File: src/include/sdram_burst_cfg.svh
/*
 * Constants of the burst and precharge block: register offsets, field
 * positions, reset values and pipeline sizes.
 * Assumes it is included by its bare name before any user.
 */
`ifndef SDRAM_BURST_CFG_SVH
`define SDRAM_BURST_CFG_SVH

`define MODE_OFS     8'h00
`define EXT_OFS      8'h04
`define STAT_OFS     8'h08

`define LEN_LSB      0
`define BT_BIT       3
`define CLAT_LSB     4
`define WR_LSB       9
`define ALAT_LSB     3

`define LEN_CODE4    3'h2
`define LEN_CODE8    3'h3

`define MODE_RST     13'h0432
`define EXT_RST      13'h0000

`define SLOT_DEPTH   16
`define HALF_BL4     5'h02
`define HALF_BL8     5'h04
`define BEATS_BL4    4'h4
`define BEATS_BL8    4'h8
`define SLOT_BIAS    4'h2

`endif

File: src/include/sdram_burst_pkg.sv
/*
 * Types shared by the burst and precharge block.
 * Assumes nothing beyond a SystemVerilog compiler.
 */
package sdram_burst_pkg;
    typedef enum logic [2:0] {CMD_NOP, CMD_ACT, CMD_RD, CMD_WR, CMD_PRE} cmd_e;
    typedef logic [15:0] word_t;
endpackage

File: src/verilog/burst_order.sv
/*
 * Column order of one burst beat from its start column and beat count.
 * Assumes beat_i counts from zero; purely combinational.
 */
`timescale 1ns/1ps
`default_nettype none
module burst_order
(
    input  wire logic [2:0] start_i,
    input  wire logic [2:0] beat_i,
    input  wire logic       bl8_i,
    input  wire logic       intlv_i,
    output logic      [2:0] col_o
);
    logic [1:0] low;
    logic       high;

    // Low bits wrap in the group of four; high bit flips only for length 8
    always_comb
    begin
        low  = intlv_i ? (start_i[1:0] ^ beat_i[1:0])
                       : (start_i[1:0] + beat_i[1:0]);
        high = bl8_i ? (start_i[2] ^ beat_i[2]) : start_i[2];
        col_o = {high, low};
    end
endmodule
`default_nettype wire

File: src/verilog/sdram_burst.sv
/*
 * Burst and precharge logic of a four-bank double-data-rate DRAM: command
 * sampling, burst ordering, read and write data timing, byte mask, bank
 * open state with explicit and automatic close, AHB-Lite mode registers.
 * Assumes the link clock and all link pins are asynchronous to sys_clk_i
 * and much slower (several system cycles per link half period).
 */
// Design decisions made here: the register offsets and the AHB-Lite slave port.
// Overview of operation
// - Only burst lengths 4 and 8 exist; other length codes are rejected.
// - Length comes from mode bits 2:0, ordering type from mode bit 3.
// - Sequential order wraps low two bits; length 8 then runs other nibble.
// - Interleaved order is start column XOR beat count, 2 or 3 bits.
// - No burst stop; only permitted interruptions cut a burst short.
// - An interrupting command may target any bank.
// - Spacing after a burst uses programmed length, not the cut length.
// - First read data appears after added plus column latency.
// - Read strobe goes low one clock early; beats follow strobe edges.
// - Write delay is added plus column latency minus one.
// - Beats beyond the programmed count are ignored.
// - One mask line per byte blocks that byte on writes, unused on reads.
// - Close all banks when auto-close bit high, else the selected bank.
// - Auto-close bit on column commands closes bank at burst tail.
// - Write auto-close starts after last beat plus recovery cycles.
`timescale 1ns/1ps
`default_nettype none
`include "sdram_burst_cfg.svh"
module sdram_burst
    import sdram_burst_pkg::*;
(
    input  wire logic        sys_clk_i,
    input  wire logic        rst_n_i,
    input  wire logic        hsel_i,
    input  wire logic [31:0] haddr_i,
    input  wire logic [1:0]  htrans_i,
    input  wire logic        hwrite_i,
    input  wire logic [2:0]  hsize_i,
    input  wire logic [31:0] hwdata_i,
    input  wire logic        hready_i,
    output logic             hreadyout_o,
    output logic             hresp_o,
    output logic      [31:0] hrdata_o,
    input  wire logic        ck_i,
    input  wire logic        cs_n_i,
    input  wire logic        ras_n_i,
    input  wire logic        cas_n_i,
    input  wire logic        we_n_i,
    input  wire logic [12:0] addr_i,
    input  wire logic        bank_select_bit0_i,
    input  wire logic        bank_select_bit1_i,
    input  wire logic [15:0] dq_i,
    output logic      [15:0] dq_o,
    output logic             dq_oe_o,
    input  wire logic        dqs_i,
    output logic             dqs_o,
    output logic             dqs_oe_o,
    input  wire logic [1:0]  input_byte_mask_i
);
    logic [38:0] pin_vec;
    logic [38:0] sync1_ff;
    logic [38:0] sync2_ff;
    logic        ck_d_ff;
    logic        dqs_d_ff;
    logic        ck_s, dqs_s, ck_rise, ck_fall, ck_edge;
    logic        dqs_rise, dqs_edge;
    logic [12:0] addr_s;
    logic [1:0]  ba_s, mask_s;
    word_t       dq_s;
    cmd_e        cmd;
    logic [12:0] mode_ff, ext_ff, nxt_mode;
    logic        bl8, intlv;
    logic [3:0]  column_latency, added_latency, read_delay_sum;
    logic [3:0]  store_delay_sum, wr_rec, nbeats, slot_idx;
    logic [4:0]  half_len, rd_ap_dly, wr_ap_dly;
    logic [15:0] slot_v_ff, slot_w_ff;
    logic [2:0]  slot_c_ff [0:15];
    logic        launch, launch_rd, launch_wr;
    logic        rd_arm_ff, rd_busy_ff;
    logic [2:0]  rd_next_ff, rd_col_ff, rd_seq_col;
    logic [3:0]  rd_beat_ff;
    word_t       dq_ff;
    logic        dq_oe_ff, dqs_ff, dqs_oe_ff;
    logic        wr_arm_ff, wr_go_ff, wr_pend_ff, wr_cap;
    logic [2:0]  wr_col_ff, wr_next_ff, wr_idx;
    logic [3:0]  wr_beat_ff, wr_end;
    word_t       mem_ff [0:7];
    logic [3:0]  bank_open_ff;
    logic [4:0]  ap_cnt_ff [0:3];
    logic        dph_wr_ff, dph_rd_ff, dph_hi_ff;
    logic [7:0]  dph_addr_ff;

    // Every link pin passes two flops before anything looks at it
    assign pin_vec = {ck_i, cs_n_i, ras_n_i, cas_n_i, we_n_i, addr_i,
                      bank_select_bit1_i, bank_select_bit0_i, dq_i, dqs_i,
                      input_byte_mask_i};
    always_ff @(posedge sys_clk_i or negedge rst_n_i)
    begin
        if (!rst_n_i)
        begin
            sync1_ff <= 39'h0;
            sync2_ff <= 39'h0;
            ck_d_ff  <= 1'b0;
            dqs_d_ff <= 1'b0;
        end
        else
        begin
            sync1_ff <= pin_vec;
            sync2_ff <= sync1_ff;
            ck_d_ff  <= ck_s;
            dqs_d_ff <= dqs_s;
        end
    end

    // Unpack synchronised pins and find link clock and strobe edges
    assign ck_s     = sync2_ff[38];
    assign addr_s   = sync2_ff[33:21];
    assign ba_s     = sync2_ff[20:19];
    assign dq_s     = sync2_ff[18:3];
    assign dqs_s    = sync2_ff[2];
    assign mask_s   = sync2_ff[1:0];
    assign ck_rise  = ck_s & ~ck_d_ff;
    assign ck_fall  = ~ck_s & ck_d_ff;
    assign ck_edge  = ck_rise | ck_fall;
    assign dqs_rise = dqs_s & ~dqs_d_ff;
    assign dqs_edge = dqs_s ^ dqs_d_ff;

    // Command decode; burst stop has no encoding, so it is a no-op
    always_comb
    begin
        cmd = CMD_NOP;
        if (!sync2_ff[37])
        begin
            case (sync2_ff[36:34])
                3'h3:    cmd = CMD_ACT;
                3'h5:    cmd = CMD_RD;
                3'h4:    cmd = CMD_WR;
                3'h2:    cmd = CMD_PRE;
                default: cmd = CMD_NOP;
            endcase
        end
    end

    // Mode fields and derived latencies; timings use programmed length
    assign bl8     = mode_ff[`LEN_LSB +: 3] == `LEN_CODE8;
    assign intlv   = mode_ff[`BT_BIT];
    assign column_latency = {1'b0, mode_ff[`CLAT_LSB +: 3]};
    assign added_latency  = {1'b0, ext_ff[`ALAT_LSB +: 3]};
    assign wr_rec  = {1'b0, mode_ff[`WR_LSB +: 3]} + 4'h1;
    assign read_delay_sum  = added_latency + column_latency;
    assign store_delay_sum = read_delay_sum - 4'h1;
    assign nbeats  = bl8 ? `BEATS_BL8 : `BEATS_BL4;
    assign half_len = bl8 ? `HALF_BL8 : `HALF_BL4;
    assign rd_ap_dly = {1'b0, added_latency} + half_len;
    assign wr_ap_dly = {1'b0, store_delay_sum} + half_len
                     + {1'b0, wr_rec};
    assign slot_idx  = ((cmd == CMD_RD) ? read_delay_sum : store_delay_sum)
                     - `SLOT_BIAS;

    // Latency line: a column command launches one link clock before data
    always_ff @(posedge sys_clk_i or negedge rst_n_i)
    begin
        if (!rst_n_i)
        begin
            slot_v_ff <= 16'h0;
            slot_w_ff <= 16'h0;
            for (int i = 0; i < `SLOT_DEPTH; i++)
            begin
                slot_c_ff[i] <= 3'h0;
            end
        end
        else if (ck_rise)
        begin
            slot_v_ff <= {1'b0, slot_v_ff[15:1]};
            slot_w_ff <= {1'b0, slot_w_ff[15:1]};
            for (int i = 0; i < `SLOT_DEPTH - 1; i++)
            begin
                slot_c_ff[i] <= slot_c_ff[i+1];
            end
            slot_c_ff[15] <= 3'h0;
            // Any bank may interrupt; storage ignores the bank
            if (cmd == CMD_RD || cmd == CMD_WR)
            begin
                slot_v_ff[slot_idx] <= 1'b1;
                slot_w_ff[slot_idx] <= cmd == CMD_WR;
                slot_c_ff[slot_idx] <= addr_s[2:0];
            end
        end
    end
    assign launch    = ck_rise & slot_v_ff[0];
    assign launch_rd = launch & ~slot_w_ff[0];
    assign launch_wr = launch & slot_w_ff[0];

    burst_order u_rd_order
    (
        .start_i (rd_col_ff),
        .beat_i  (rd_beat_ff[2:0]),
        .bl8_i   (bl8),
        .intlv_i (intlv),
        .col_o   (rd_seq_col)
    );

    burst_order u_wr_order
    (
        .start_i (wr_col_ff),
        .beat_i  (wr_beat_ff[2:0]),
        .bl8_i   (bl8),
        .intlv_i (intlv),
        .col_o   (wr_idx)
    );

    // Read output: preamble, then one beat per link clock edge
    always_ff @(posedge sys_clk_i or negedge rst_n_i)
    begin
        if (!rst_n_i)
        begin
            rd_arm_ff  <= 1'b0;
            rd_busy_ff <= 1'b0;
            rd_next_ff <= 3'h0;
            rd_col_ff  <= 3'h0;
            rd_beat_ff <= 4'h0;
            dq_ff      <= 16'h0;
            dq_oe_ff   <= 1'b0;
            dqs_ff     <= 1'b0;
            dqs_oe_ff  <= 1'b0;
        end
        else
        begin
            // A pending burst takes over at its rise, cutting the old one
            if (ck_rise && rd_arm_ff)
            begin
                rd_arm_ff  <= 1'b0;
                rd_busy_ff <= 1'b1;
                rd_col_ff  <= rd_next_ff;
                rd_beat_ff <= 4'h1;
                dq_ff      <= mem_ff[rd_next_ff];
                dq_oe_ff   <= 1'b1;
                dqs_ff     <= 1'b1;
                dqs_oe_ff  <= 1'b1;
            end
            else if (ck_edge && rd_busy_ff)
            begin
                if (rd_beat_ff == nbeats)
                begin
                    rd_busy_ff <= 1'b0;
                    dq_oe_ff   <= 1'b0;
                    dqs_ff     <= 1'b0;
                    dqs_oe_ff  <= launch_rd;
                end
                else
                begin
                    dq_ff      <= mem_ff[rd_seq_col];
                    rd_beat_ff <= rd_beat_ff + 4'h1;
                    dqs_ff     <= ~dqs_ff;
                end
            end
            if (launch_rd)
            begin
                rd_arm_ff  <= 1'b1;
                rd_next_ff <= slot_c_ff[0];
                // Strobe low one clock before data when the bus was idle
                if (!rd_busy_ff)
                begin
                    dqs_oe_ff <= 1'b1;
                    dqs_ff    <= 1'b0;
                end
            end
        end
    end
    assign dq_o     = dq_ff;
    assign dq_oe_o  = dq_oe_ff;
    assign dqs_o    = dqs_ff;
    assign dqs_oe_o = dqs_oe_ff;

    // Write capture: a cut burst ends after four beats, then the next runs
    assign wr_end = wr_pend_ff ? `BEATS_BL4 : nbeats;
    assign wr_cap = wr_arm_ff & (wr_go_ff ? dqs_edge : dqs_rise);
    always_ff @(posedge sys_clk_i or negedge rst_n_i)
    begin
        if (!rst_n_i)
        begin
            wr_arm_ff  <= 1'b0;
            wr_go_ff   <= 1'b0;
            wr_pend_ff <= 1'b0;
            wr_col_ff  <= 3'h0;
            wr_next_ff <= 3'h0;
            wr_beat_ff <= 4'h0;
        end
        else
        begin
            if (wr_cap)
            begin
                if (wr_beat_ff + 4'h1 == wr_end)
                begin
                    // Later strobe edges find the capture disarmed unless a cut-in write is pending
                    wr_arm_ff  <= wr_pend_ff;
                    wr_go_ff   <= 1'b0;
                    wr_pend_ff <= 1'b0;
                    wr_col_ff  <= wr_next_ff;
                    wr_beat_ff <= 4'h0;
                end
                else
                begin
                    wr_beat_ff <= wr_beat_ff + 4'h1;
                    wr_go_ff   <= 1'b1;
                end
            end
            if (launch_wr)
            begin
                if (wr_arm_ff && wr_go_ff)
                begin
                    wr_pend_ff <= 1'b1;
                    wr_next_ff <= slot_c_ff[0];
                end
                else
                begin
                    wr_arm_ff  <= 1'b1;
                    wr_go_ff   <= 1'b0;
                    wr_col_ff  <= slot_c_ff[0];
                    wr_beat_ff <= 4'h0;
                end
            end
        end
    end

    // Tiny data store indexed by the low column bits; masked bytes kept
    always_ff @(posedge sys_clk_i or negedge rst_n_i)
    begin
        if (!rst_n_i)
        begin
            for (int i = 0; i < 8; i++)
            begin
                mem_ff[i] <= 16'h0;
            end
        end
        else if (wr_cap)
        begin
            for (int b = 0; b < 2; b++)
            begin
                if (!mask_s[b])
                begin
                    mem_ff[wr_idx][8*b +: 8] <= dq_s[8*b +: 8];
                end
            end
        end
    end

    // Bank state: activate opens, close and auto-close shut
    always_ff @(posedge sys_clk_i or negedge rst_n_i)
    begin
        if (!rst_n_i)
        begin
            bank_open_ff <= 4'h0;
            for (int b = 0; b < 4; b++)
            begin
                ap_cnt_ff[b] <= 5'h0;
            end
        end
        else if (ck_rise)
        begin
            for (int b = 0; b < 4; b++)
            begin
                if (ap_cnt_ff[b] != 5'h0)
                begin
                    ap_cnt_ff[b] <= ap_cnt_ff[b] - 5'h1;
                    if (ap_cnt_ff[b] == 5'h1)
                    begin
                        bank_open_ff[b] <= 1'b0;
                    end
                end
            end
            case (cmd)
                CMD_ACT: bank_open_ff[ba_s] <= 1'b1;
                CMD_PRE:
                begin
                    if (addr_s[10])
                    begin
                        bank_open_ff <= 4'h0;
                    end
                    else
                    begin
                        bank_open_ff[ba_s] <= 1'b0;
                    end
                end
                CMD_RD:
                begin
                    if (addr_s[10])
                    begin
                        ap_cnt_ff[ba_s] <= rd_ap_dly;
                    end
                end
                CMD_WR:
                begin
                    if (addr_s[10])
                    begin
                        ap_cnt_ff[ba_s] <= wr_ap_dly;
                    end
                end
                default: ;
            endcase
        end
    end

    // AHB-Lite: zero wait states, always OKAY, writes land in data phase
    always_ff @(posedge sys_clk_i or negedge rst_n_i)
    begin
        if (!rst_n_i)
        begin
            dph_wr_ff   <= 1'b0;
            dph_rd_ff   <= 1'b0;
            dph_hi_ff   <= 1'b0;
            dph_addr_ff <= 8'h0;
        end
        else if (hready_i)
        begin
            dph_wr_ff   <= hsel_i & htrans_i[1] & hwrite_i;
            dph_rd_ff   <= hsel_i & htrans_i[1] & ~hwrite_i;
            dph_hi_ff   <= |haddr_i[31:8];
            dph_addr_ff <= haddr_i[7:0];
        end
    end

    // An illegal length code leaves the previous length in place
    always_comb
    begin
        nxt_mode = hwdata_i[12:0];
        if (hwdata_i[2:0] != `LEN_CODE4 && hwdata_i[2:0] != `LEN_CODE8)
        begin
            nxt_mode[`LEN_LSB +: 3] = mode_ff[`LEN_LSB +: 3];
        end
    end

    // Mode words; changing them during a burst is not protected
    always_ff @(posedge sys_clk_i or negedge rst_n_i)
    begin
        if (!rst_n_i)
        begin
            mode_ff <= `MODE_RST;
            ext_ff  <= `EXT_RST;
        end
        else if (dph_wr_ff && !dph_hi_ff)
        begin
            if (dph_addr_ff == `MODE_OFS)
            begin
                mode_ff <= nxt_mode;
            end
            if (dph_addr_ff == `EXT_OFS)
            begin
                ext_ff <= hwdata_i[12:0];
            end
        end
    end

    // Read mux from flops; unmapped addresses read zero
    always_comb
    begin
        hrdata_o = 32'h0;
        if (dph_rd_ff && !dph_hi_ff)
        begin
            case (dph_addr_ff)
                `MODE_OFS: hrdata_o = {19'h0, mode_ff};
                `EXT_OFS:  hrdata_o = {19'h0, ext_ff};
                `STAT_OFS: hrdata_o = {26'h0, wr_arm_ff, rd_busy_ff,
                                       bank_open_ff};
                default:   hrdata_o = 32'h0;
            endcase
        end
    end
    assign hreadyout_o = 1'b1;
    assign hresp_o     = 1'b0;
endmodule
`default_nettype wire

File: config.mk
export PLATFORM = sky130hd
export DESIGN_NAME = sdram_burst
export DESIGN_NICKNAME = d
export VERILOG_FILES = /design/src/include/sdram_burst_pkg.sv /design/src/verilog/burst_order.sv /design/src/verilog/sdram_burst.sv
export VERILOG_INCLUDE_DIRS = /design/src /design/src/include
export SDC_FILE = /design/constraint.sdc
export NUM_CORES = 1
export LEC_CHECK = 0
export ABC_AREA = 1
export BUFFER_PORTS_ARGS = -buffer_cell sky130_fd_sc_hd__buf_2
export CAP_MARGIN = 20
export CORE_ASPECT_RATIO = 1.75
export CORE_UTILIZATION = 58
export CTS_BUF_LIST = sky130_fd_sc_hd__clkbuf_8
export CTS_CLUSTER_DIAMETER = 50
export DETAILED_ROUTE_END_ITERATION = 6
export PLACE_DENSITY = 0.89
export SLEW_MARGIN = 40
export SYNTH_ARGS = -nofsm -noshare
export SYNTH_HDL_FRONTEND = slang
export SYNTH_SLANG_ARGS = --single-unit
File: constraint.sdc
create_clock -name sys_clk_i -period 4.85 [get_ports sys_clk_i]
set_input_delay 0.2425 -clock sys_clk_i [delete_from_list [all_inputs] [get_ports sys_clk_i]]
set_output_delay 0.2425 -clock sys_clk_i [all_outputs]
set_load 0.01 [all_outputs]
==> key figures, run 1 <==
Clocking
  • CTS Root Cell: clkbuf_8
  • CTS clock-pin slew for the worst setup and hold paths: 70 ps
  • CTS Buf Count: 54
  • CTS H-tree depth: 2
  • Insertion delay to the later sink of the worst-skew pair: 620 ps
  • Clk buf depth: 3
  • TritonCTS Sinks: 374
  • CTS tree: done

Pwr
  • Max VDD drop: slightly above 0.0004 V
  • Pleak: about 11 nW
  • PD cells: 436 nW/um^2

Timing
  • FMAX: around 250 MHz
  • Min Clock Period, post-route: ~4000 ps
  • Final Hold Fails: 0
  • Fin crit share: 0.815
  • RSZ-0062 raised after global routing: no
  • Max Slew Vio Count: 0
  • Hold WS: about 43 ps
  • Worst-margin pin slew: 877 ps
  • Clock skew: 30.0 ps
  • Final TNS setup: 0 ps
  • Final setup fails: 0
  • Rel. slew slack: 0.414

Min path
  • HP Start: hready_i
  • Min-delay worst type: in -> reg

Run
  • MaxCap Viol Count: 0

Critical path
  • CP required: 5410 ps
  • Crit path from: mode_ff[4]$_DFFE_PN1P_
  • Kind of critical path: reg -> reg
  • CP max FO: 4
  • CP endpoint kind: register
  • Reg2Reg Setup Slack: 900 ps
  • Crit path DAT: roughly 4500 ps
  • Reg-to-Reg Start: mode_ff[4]$_DFFE_PN1P_
  • Startpoint types: register

Global routing
  • Total GRT Usage: 0.305
  • Antenna violations before repair: 1
  • Global-route wire length before repair: ~83000 um
  • Vias in the first global route: 17.4k
  • GRT Residual Overflow: 0
  • Pin count of the biggest net entering global routing: 125

Finish
  • Commonest cells after routing, fill and taps aside: nand2_1 (656), dfrtp_1 (370), inv_1 (239), o21ai_0 (187), nor2_1 (130)
  • Share of post-route cells with drive strength above 1: 0.122
  • Utilization after layout: 0.661
  • Area growth, synth to finish: 11.6%
  • FILL cells: roughly 2.5k
  • Final layout net count: 2602
  • Most common cell after layout, fill and taps aside: nand2_1

Synthesis
  • FFs w/ async S/R, synth: 1.00
  • Post-Syn Area: a little under 20000 um^2
  • Synth top area cells: dfrtp_1 (48%), nand2_1 (13%), o21ai_0 (4.9%)
  • Yosys top cell area share: 0.482
  • Synth Register Bits: approximately 370
  • Post-synth EDFFs: 0
  • Mapped Avg Cell Area: 8.24 um^2
  • Cell variety after synth: 56
  • Post-synthesis sequential area ratio: 0.488
  • Prevailing post-synth register cell: dfrtp_1
  • Yosys warns: 0
  • Synthesized instance count: ~2.3k
  • Synth area leader: dfrtp_1

Detailed routing
  • Routed WL per cell: 17.2 um
  • DRC viols: 0
  • Total wire length after detailed routing: ~50000 um
  • DR vias/cell: 5.92
  • Post-route ant nets: 0
  • Iteration-0 DRC Markers: 1814
  • DRT Pass-1 Iters: 6
  • DR vias: approximately 17k

Placement
  • Number of port buffers: around 110
  • RD Place Congestion: 0.918
  • DPL Wire Length: 30900 um

Die
  • Placeable core area: 32400 um^2
  • Area of the die: 33900 um^2
  • Core Rows: 87
  • I/O pin count: about 170
  • Die width: between 100 and 150 um
  • Die H: 243 um
  • Initial core utilization: 0.592

Outcome
  • Status: complete, no violations
-- flip-flops by register name, summed over array words and instances (netlist names), 3 cells and up --
register,count
ap_cnt_ff,20
bank_open_ff,4
dph_addr_ff,8
dq_o,16
ext_ff,13
mem_ff,128
mode_ff,13
rd_beat_ff,4
rd_col_ff,3
rd_next_ff,3
slot_c_ff,48
slot_v_ff,16
slot_w_ff,16
sync1_ff,30
sync2_ff,30
wr_beat_ff,4
wr_col_ff,3
wr_next_ff,3
-- cells in the mapped netlist, drive strengths merged (2+ instances only) --
master,count
nand3,147
nand2,684
or2,2
inv,234
a21boi,2
dfstp,4
mux2i,30
nor2,140
dfrtp,370
fa,5
o211ai,4
clkbuf,66
xnor2,8
nor4,7
nand4,99
o221ai,3
conb,2
buf,77
xor2,9
o311ai,3
ha,26
o22ai,38
a22oi,8
o21ai,281
a22o,16
nor3,16
a21oi,32
nand3b,2
o31ai,2
a31oi,8
-- layer usage --
layer | global-route usage | vias up | wire length [um]
met2 | 0.535 | 885 | 25700
li1 | - | 7869 | -
met3 | 0.0517 | 289 | 3590
met4 | 0.207 | 0 | 3120
met5 | 0 | - | 0
met1 | 0.337 | 8102 | 17500
-- final timing paths --
kind / to / depth (start not counted)
max: ap_cnt_ff[3]$_DFFE_PN0P_ / 15
min: dph_addr_ff[0]$_DFFE_PN0P_ / 3
max reg2reg: ap_cnt_ff[3]$_DFFE_PN0P_ / 15
min reg2reg: sync2_ff[13]$_DFF_PN0_ / 0
max in group asynchronous: slot_c_ff[12]$_DFFE_PN0P_ / 4
min in group asynchronous: dph_rd_ff$_DFFE_PN0P_ / 2
-- kinds of logic after synthesis --
kind of cell	Yosys count	share of synthesized area
buffers and inverters	378	0.0892
AOI/OAI and AO/OA	400	0.116
muxes	31	0.0162
adders and majority gates	31	0.0222
DFF	374	0.488
and+or+nand+nor	1099	0.259
other	2	0.000391
xor gates and xnor gates	17	0.00971
-- through the flow --
stage                     std cells  setup slack [ps]  total power, mW  cell area [um^2]
after floorplan                2351              1370             6.01             19300
after global placement         2740              1000             6.64             19700
after detailed placement       2741               953             6.78             19700
after CTS                      2894               920             9.30             21400
after global routing           2895               613             9.89             21400
final                          2895               897             9.34             21400
-- power breakdown --
group	internal (mW)	switching, mW	total [mW]
clock	1.30	1.19	2.49
combinational	0.993	2.01	3.01
sequential	3.54	0.303	3.85
-- timing repair --
| item | CTS | global route |
|---|---|---|
| hold buffers | 61 | 0 |
| setup buffers | 0 | 0 |
| resized for setup | 0 | 0 |
| endpoints found under the hold margin | 172 | 0 |
-- worst max-delay path: stages, from the launching register on --
cell and delay, ps:
dfstp_2 540, ha_1 170, inv_1 50, fa_1 510, ha_1 350, fa_1 460
inv_1 70, ha_1 170, inv_1 60, fa_1 370, xor2_1 150, o31ai_1 520
nand3_1 170, o211ai_1 120, o21ai_0 110, inv_1 80
-- layout make-up --
cell class / count / area, um^2 / share of cell area
tap: 400 / 500 / 0.0233
timing repair buffer: 194 / 1390 / 0.0649
antenna: 1 / 2.50 / 0.000117
sequential: 374 / 9360 / 0.437
inverter: 235 / 886 / 0.0413
multi-input combinational: 1599 / 8230 / 0.384
clock buffer: 68 / 936 / 0.0437
clock inverter: 24 / 129 / 0.00601
Note: power is estimated with default switching activity, not from simulation.
==> run 2, diff against run 1 <==
- ABC_AREA: 1 -> 0
- clock period: 4.85 -> 4.05 ns (I/O delays scaled with it)
==> run 2 against run 1 <==
The flow now finishes with violations (design-rule violations); area after synthesis fell by 3.5%; die area decreased by 3.4%; largest cell class unchanged; via count fell by 19%; clock skew is 12 ps lower; maximum frequency up 3.4%; cell count fell by 25%; highest routed layer unchanged.
==> key figures, run 2 <==
Timing
  • Rel. slew slack: 0.474
  • Worst-margin pin slew: a little under 800 ps
  • Final TNS setup: 0 ps
  • Clock skew: 18.5 ps
  • FMAX: around 260 MHz
  • Max Slew Vio Count: 0
  • Min Clock Period, post-route: 3820 ps
  • Fin crit share: 0.944
  • Final setup fails: 0
  • RSZ-0062 raised after global routing: no
  • Final Hold Fails: 0

Finish
  • Commonest cells after routing, fill and taps aside: dfrtp_1 (368), mux2_2 (169), nand2_1 (116), buf_2 (111), nor2_1 (105)
  • Final layout net count: 1884
  • Post-route cell area: 21200 um^2
  • Area of the multi-input gates: between 8000 and 9000 um^2
  • Area growth, synth to finish: 14.3%
  • Storage cell area: 9370 um^2
  • FILL cells: 2182
  • Register bank with the most flops: mem_ff
  • Largest register FFs: 128
  • Top flop regs: mem_ff: 128 flops, slot_c_ff: 48 flops
  • Share of post-route cells with drive strength above 1: 0.267
  • Most common cell after layout, fill and taps aside: dfrtp_1

Detailed routing
  • DR vias: 13.9k
  • Post-route ant nets: 0
  • Routed WL per cell: 21.0 um
  • Total wire length after detailed routing: between 40000 and 50000 um
  • DR vias/cell: approximately 6.4
  • DRC viols: 2
  • DRT Pass-1 Iters: 7
  • Iteration-0 DRC Markers: about 1.3k

Critical path
  • Kind of critical path: reg -> reg
  • CP required: between 4000 and 5000 ps
  • Startpoint types: register
  • Crit-path max cell delay: 550 ps
  • CP max FO: 6
  • CP endpoint kind: register
  • CP Cell Sequence: ha_1, inv_1, fa_1, ha_1, fa_1, inv_1, ha_1, inv_1, fa_1, xor2_1, o21ai_1, nand2_1, o32a_1, a21oi_1
  • Slowest CP cell: dfstp_2
  • Crit path DAT: 4360 ps

Global routing
  • Vias in the first global route: 14.8k
  • Global-route wire length before repair: around 74000 um
  • Pin count of the biggest net entering global routing: 79
  • Total GRT Usage: 0.292
  • Antenna violations before repair: 2
  • GRT Residual Overflow: 0

Die
  • I/O pin count: between 150 and 200
  • Initial core utilization: 0.590
  • Placeable core area: 31400 um^2
  • Die width: 137 um
  • Area of the die: 32700 um^2
  • Core Rows: 86
  • Die H: around 240 um

Synthesis
  • Yosys warns: 0
  • Synth top cells by count: dfrtp_1 (370), mux2_2 (169), nand2_1 (116)
  • Synth top area cells: dfrtp_1 (50%), mux2_2 (10%), mux4_2 (7.5%)
  • Post-synth EDFFs: 0
  • Cell variety after synth: 72
  • Mapped Avg Cell Area: approximately 12 um^2
  • Most frequent cell after synthesis: dfrtp_1
  • Synthesized instance count: between 1.5k and 2k
  • Prevailing post-synth register cell: dfrtp_1
  • Post-synthesis sequential area ratio: 0.505
  • FFs w/ async S/R, synth: 1.00
  • Post-Syn Area: 18500 um^2
  • Synth Register Bits: 374
  • Yosys top cell area share: 0.500
  • Synth area leader: dfrtp_1

Min path
  • Min-delay worst type: in -> reg

Run
  • MaxCap Viol Count: 0

Placement
  • Placed inst area: 19500 um^2
  • DPL Wire Length: 29200 um
  • RD Place Congestion: 0.878
  • Number of port buffers: around 110

Pwr
  • Max VDD drop: 0.000420 V
  • Pleak: approximately 9.6 nW
  • PD cells: 498 nW/um^2
  • Power, Total: 10.5 mW

Clocking
  • TritonCTS Sinks: 374
  • CTS Root Cell: clkbuf_8
  • Post-CTS setup buffer count: 0
  • Clk buf depth: 3
  • CTS Buf Count: between 50 and 60
  • CTS clock-pin slew for the worst setup and hold paths: 70 ps
  • Insertion delay to the later sink of the worst-skew pair: 610 ps
  • CTS tree: done
  • CTS H-tree depth: 2

Outcome
  • Failing checks: design-rule violations
  • Status: finished with violations
-- run 2: changes by cell type in the layout (fill, tap and decap cells not counted), moves of 62 or more --
cell     delta
a31oi_1    +66
inv_1     -152
o21ai_1    -83
nand2_1   -540
mux2_2    +168
mux4_2     +62
o21ai_0   -156
nand3_1   -103
nand4_1    -91
-- run 2: cell type report --
cell class | instances | share of cell area
clock inverters | 35 | 0.00768
well taps | 396 | 0.0234
repair buffers | 206 | 0.0737
diodes | 2 | 0.000236
clock buffers | 60 | 0.0390
flip-flops and latches | 374 | 0.442
inverters | 56 | 0.00993
multi-input cells | 1049 | 0.404
-- run 2: path summary, 6_finish.rpt --
kind	startpoint	end	slack (ps)	cells after the start
max reg2reg	mode_ff[4]$_DFFE_PN1P_	ap_cnt_ff[18]$_DFFE_PN0P_	230	14
min	hready_i	dph_addr_ff[3]$_DFFE_PN0P_	90	2
max	mode_ff[4]$_DFFE_PN1P_	ap_cnt_ff[18]$_DFFE_PN0P_	230	14
min reg2reg	sync1_ff[12]$_DFF_PN0_	sync2_ff[12]$_DFF_PN0_	350	0
max in group asynchronous	rst_n_i	mem_ff[58]$_DFFE_PN0P_	3070	4
min in group asynchronous	rst_n_i	mem_ff[98]$_DFFE_PN0P_	210	3
-- run 2: repair_timing --
action	in CTS	in global routing
hold endpoints to repair	234	0
hold buffers	63	0
resized for setup	0	1
setup endpoints to repair	0	2
-- run 2: kinds of logic after synthesis --
| kind of cell | Yosys count | share of synthesized area |
|---|---|---|
| XOR/XNOR | 25 | 0.0138 |
| other | 2 | 0.000405 |
| adder cells (fa/ha/maj) | 31 | 0.0230 |
| AND/OR/NAND/NOR | 374 | 0.0996 |
| AO/OA/AOI/OAI | 341 | 0.124 |
| buffers and inverters | 177 | 0.0423 |
| multiplexers | 257 | 0.192 |
| flip-flops | 374 | 0.505 |
-- run 2: worst max-delay path: cells and delay by family, from the launching register on --
kind	cells	cell delay, ps
AO/OA/AOI/OAI	3	660
flip-flops	1	550
buffers and inverters	3	190
adder cells (fa/ha/maj)	6	2040
XOR/XNOR	1	160
AND/OR/NAND/NOR	1	130
-- run 2: through the flow --
step	hold WS (ps)	setup WS (ps)	cells	util
finish	85.5	229	2178	0.674
global route	72.0	29.4	2178	0.674
CTS	45.0	147	2176	0.673
detailed placement	-21.9	164	2018	0.622
global placement	311	266	2016	0.619
floorplan	-93.1	457	1600	-
-- run 2: per-layer routing --
layer | vias up | part of all wire | global-route usage
met5 | - | 0 | 0
met4 | 0 | 0.053 | 0.186
met3 | 200 | 0.056 | 0.0440
met2 | 605 | 0.54 | 0.509
met1 | 7011 | 0.36 | 0.329
li1 | 6118 | - | -
-- run 2: power breakdown --
part	internal, mW	switching (mW)
Combinational	1.32	1.70
Clock	1.41	1.40
Sequential	4.19	0.526
Total	6.92	3.63
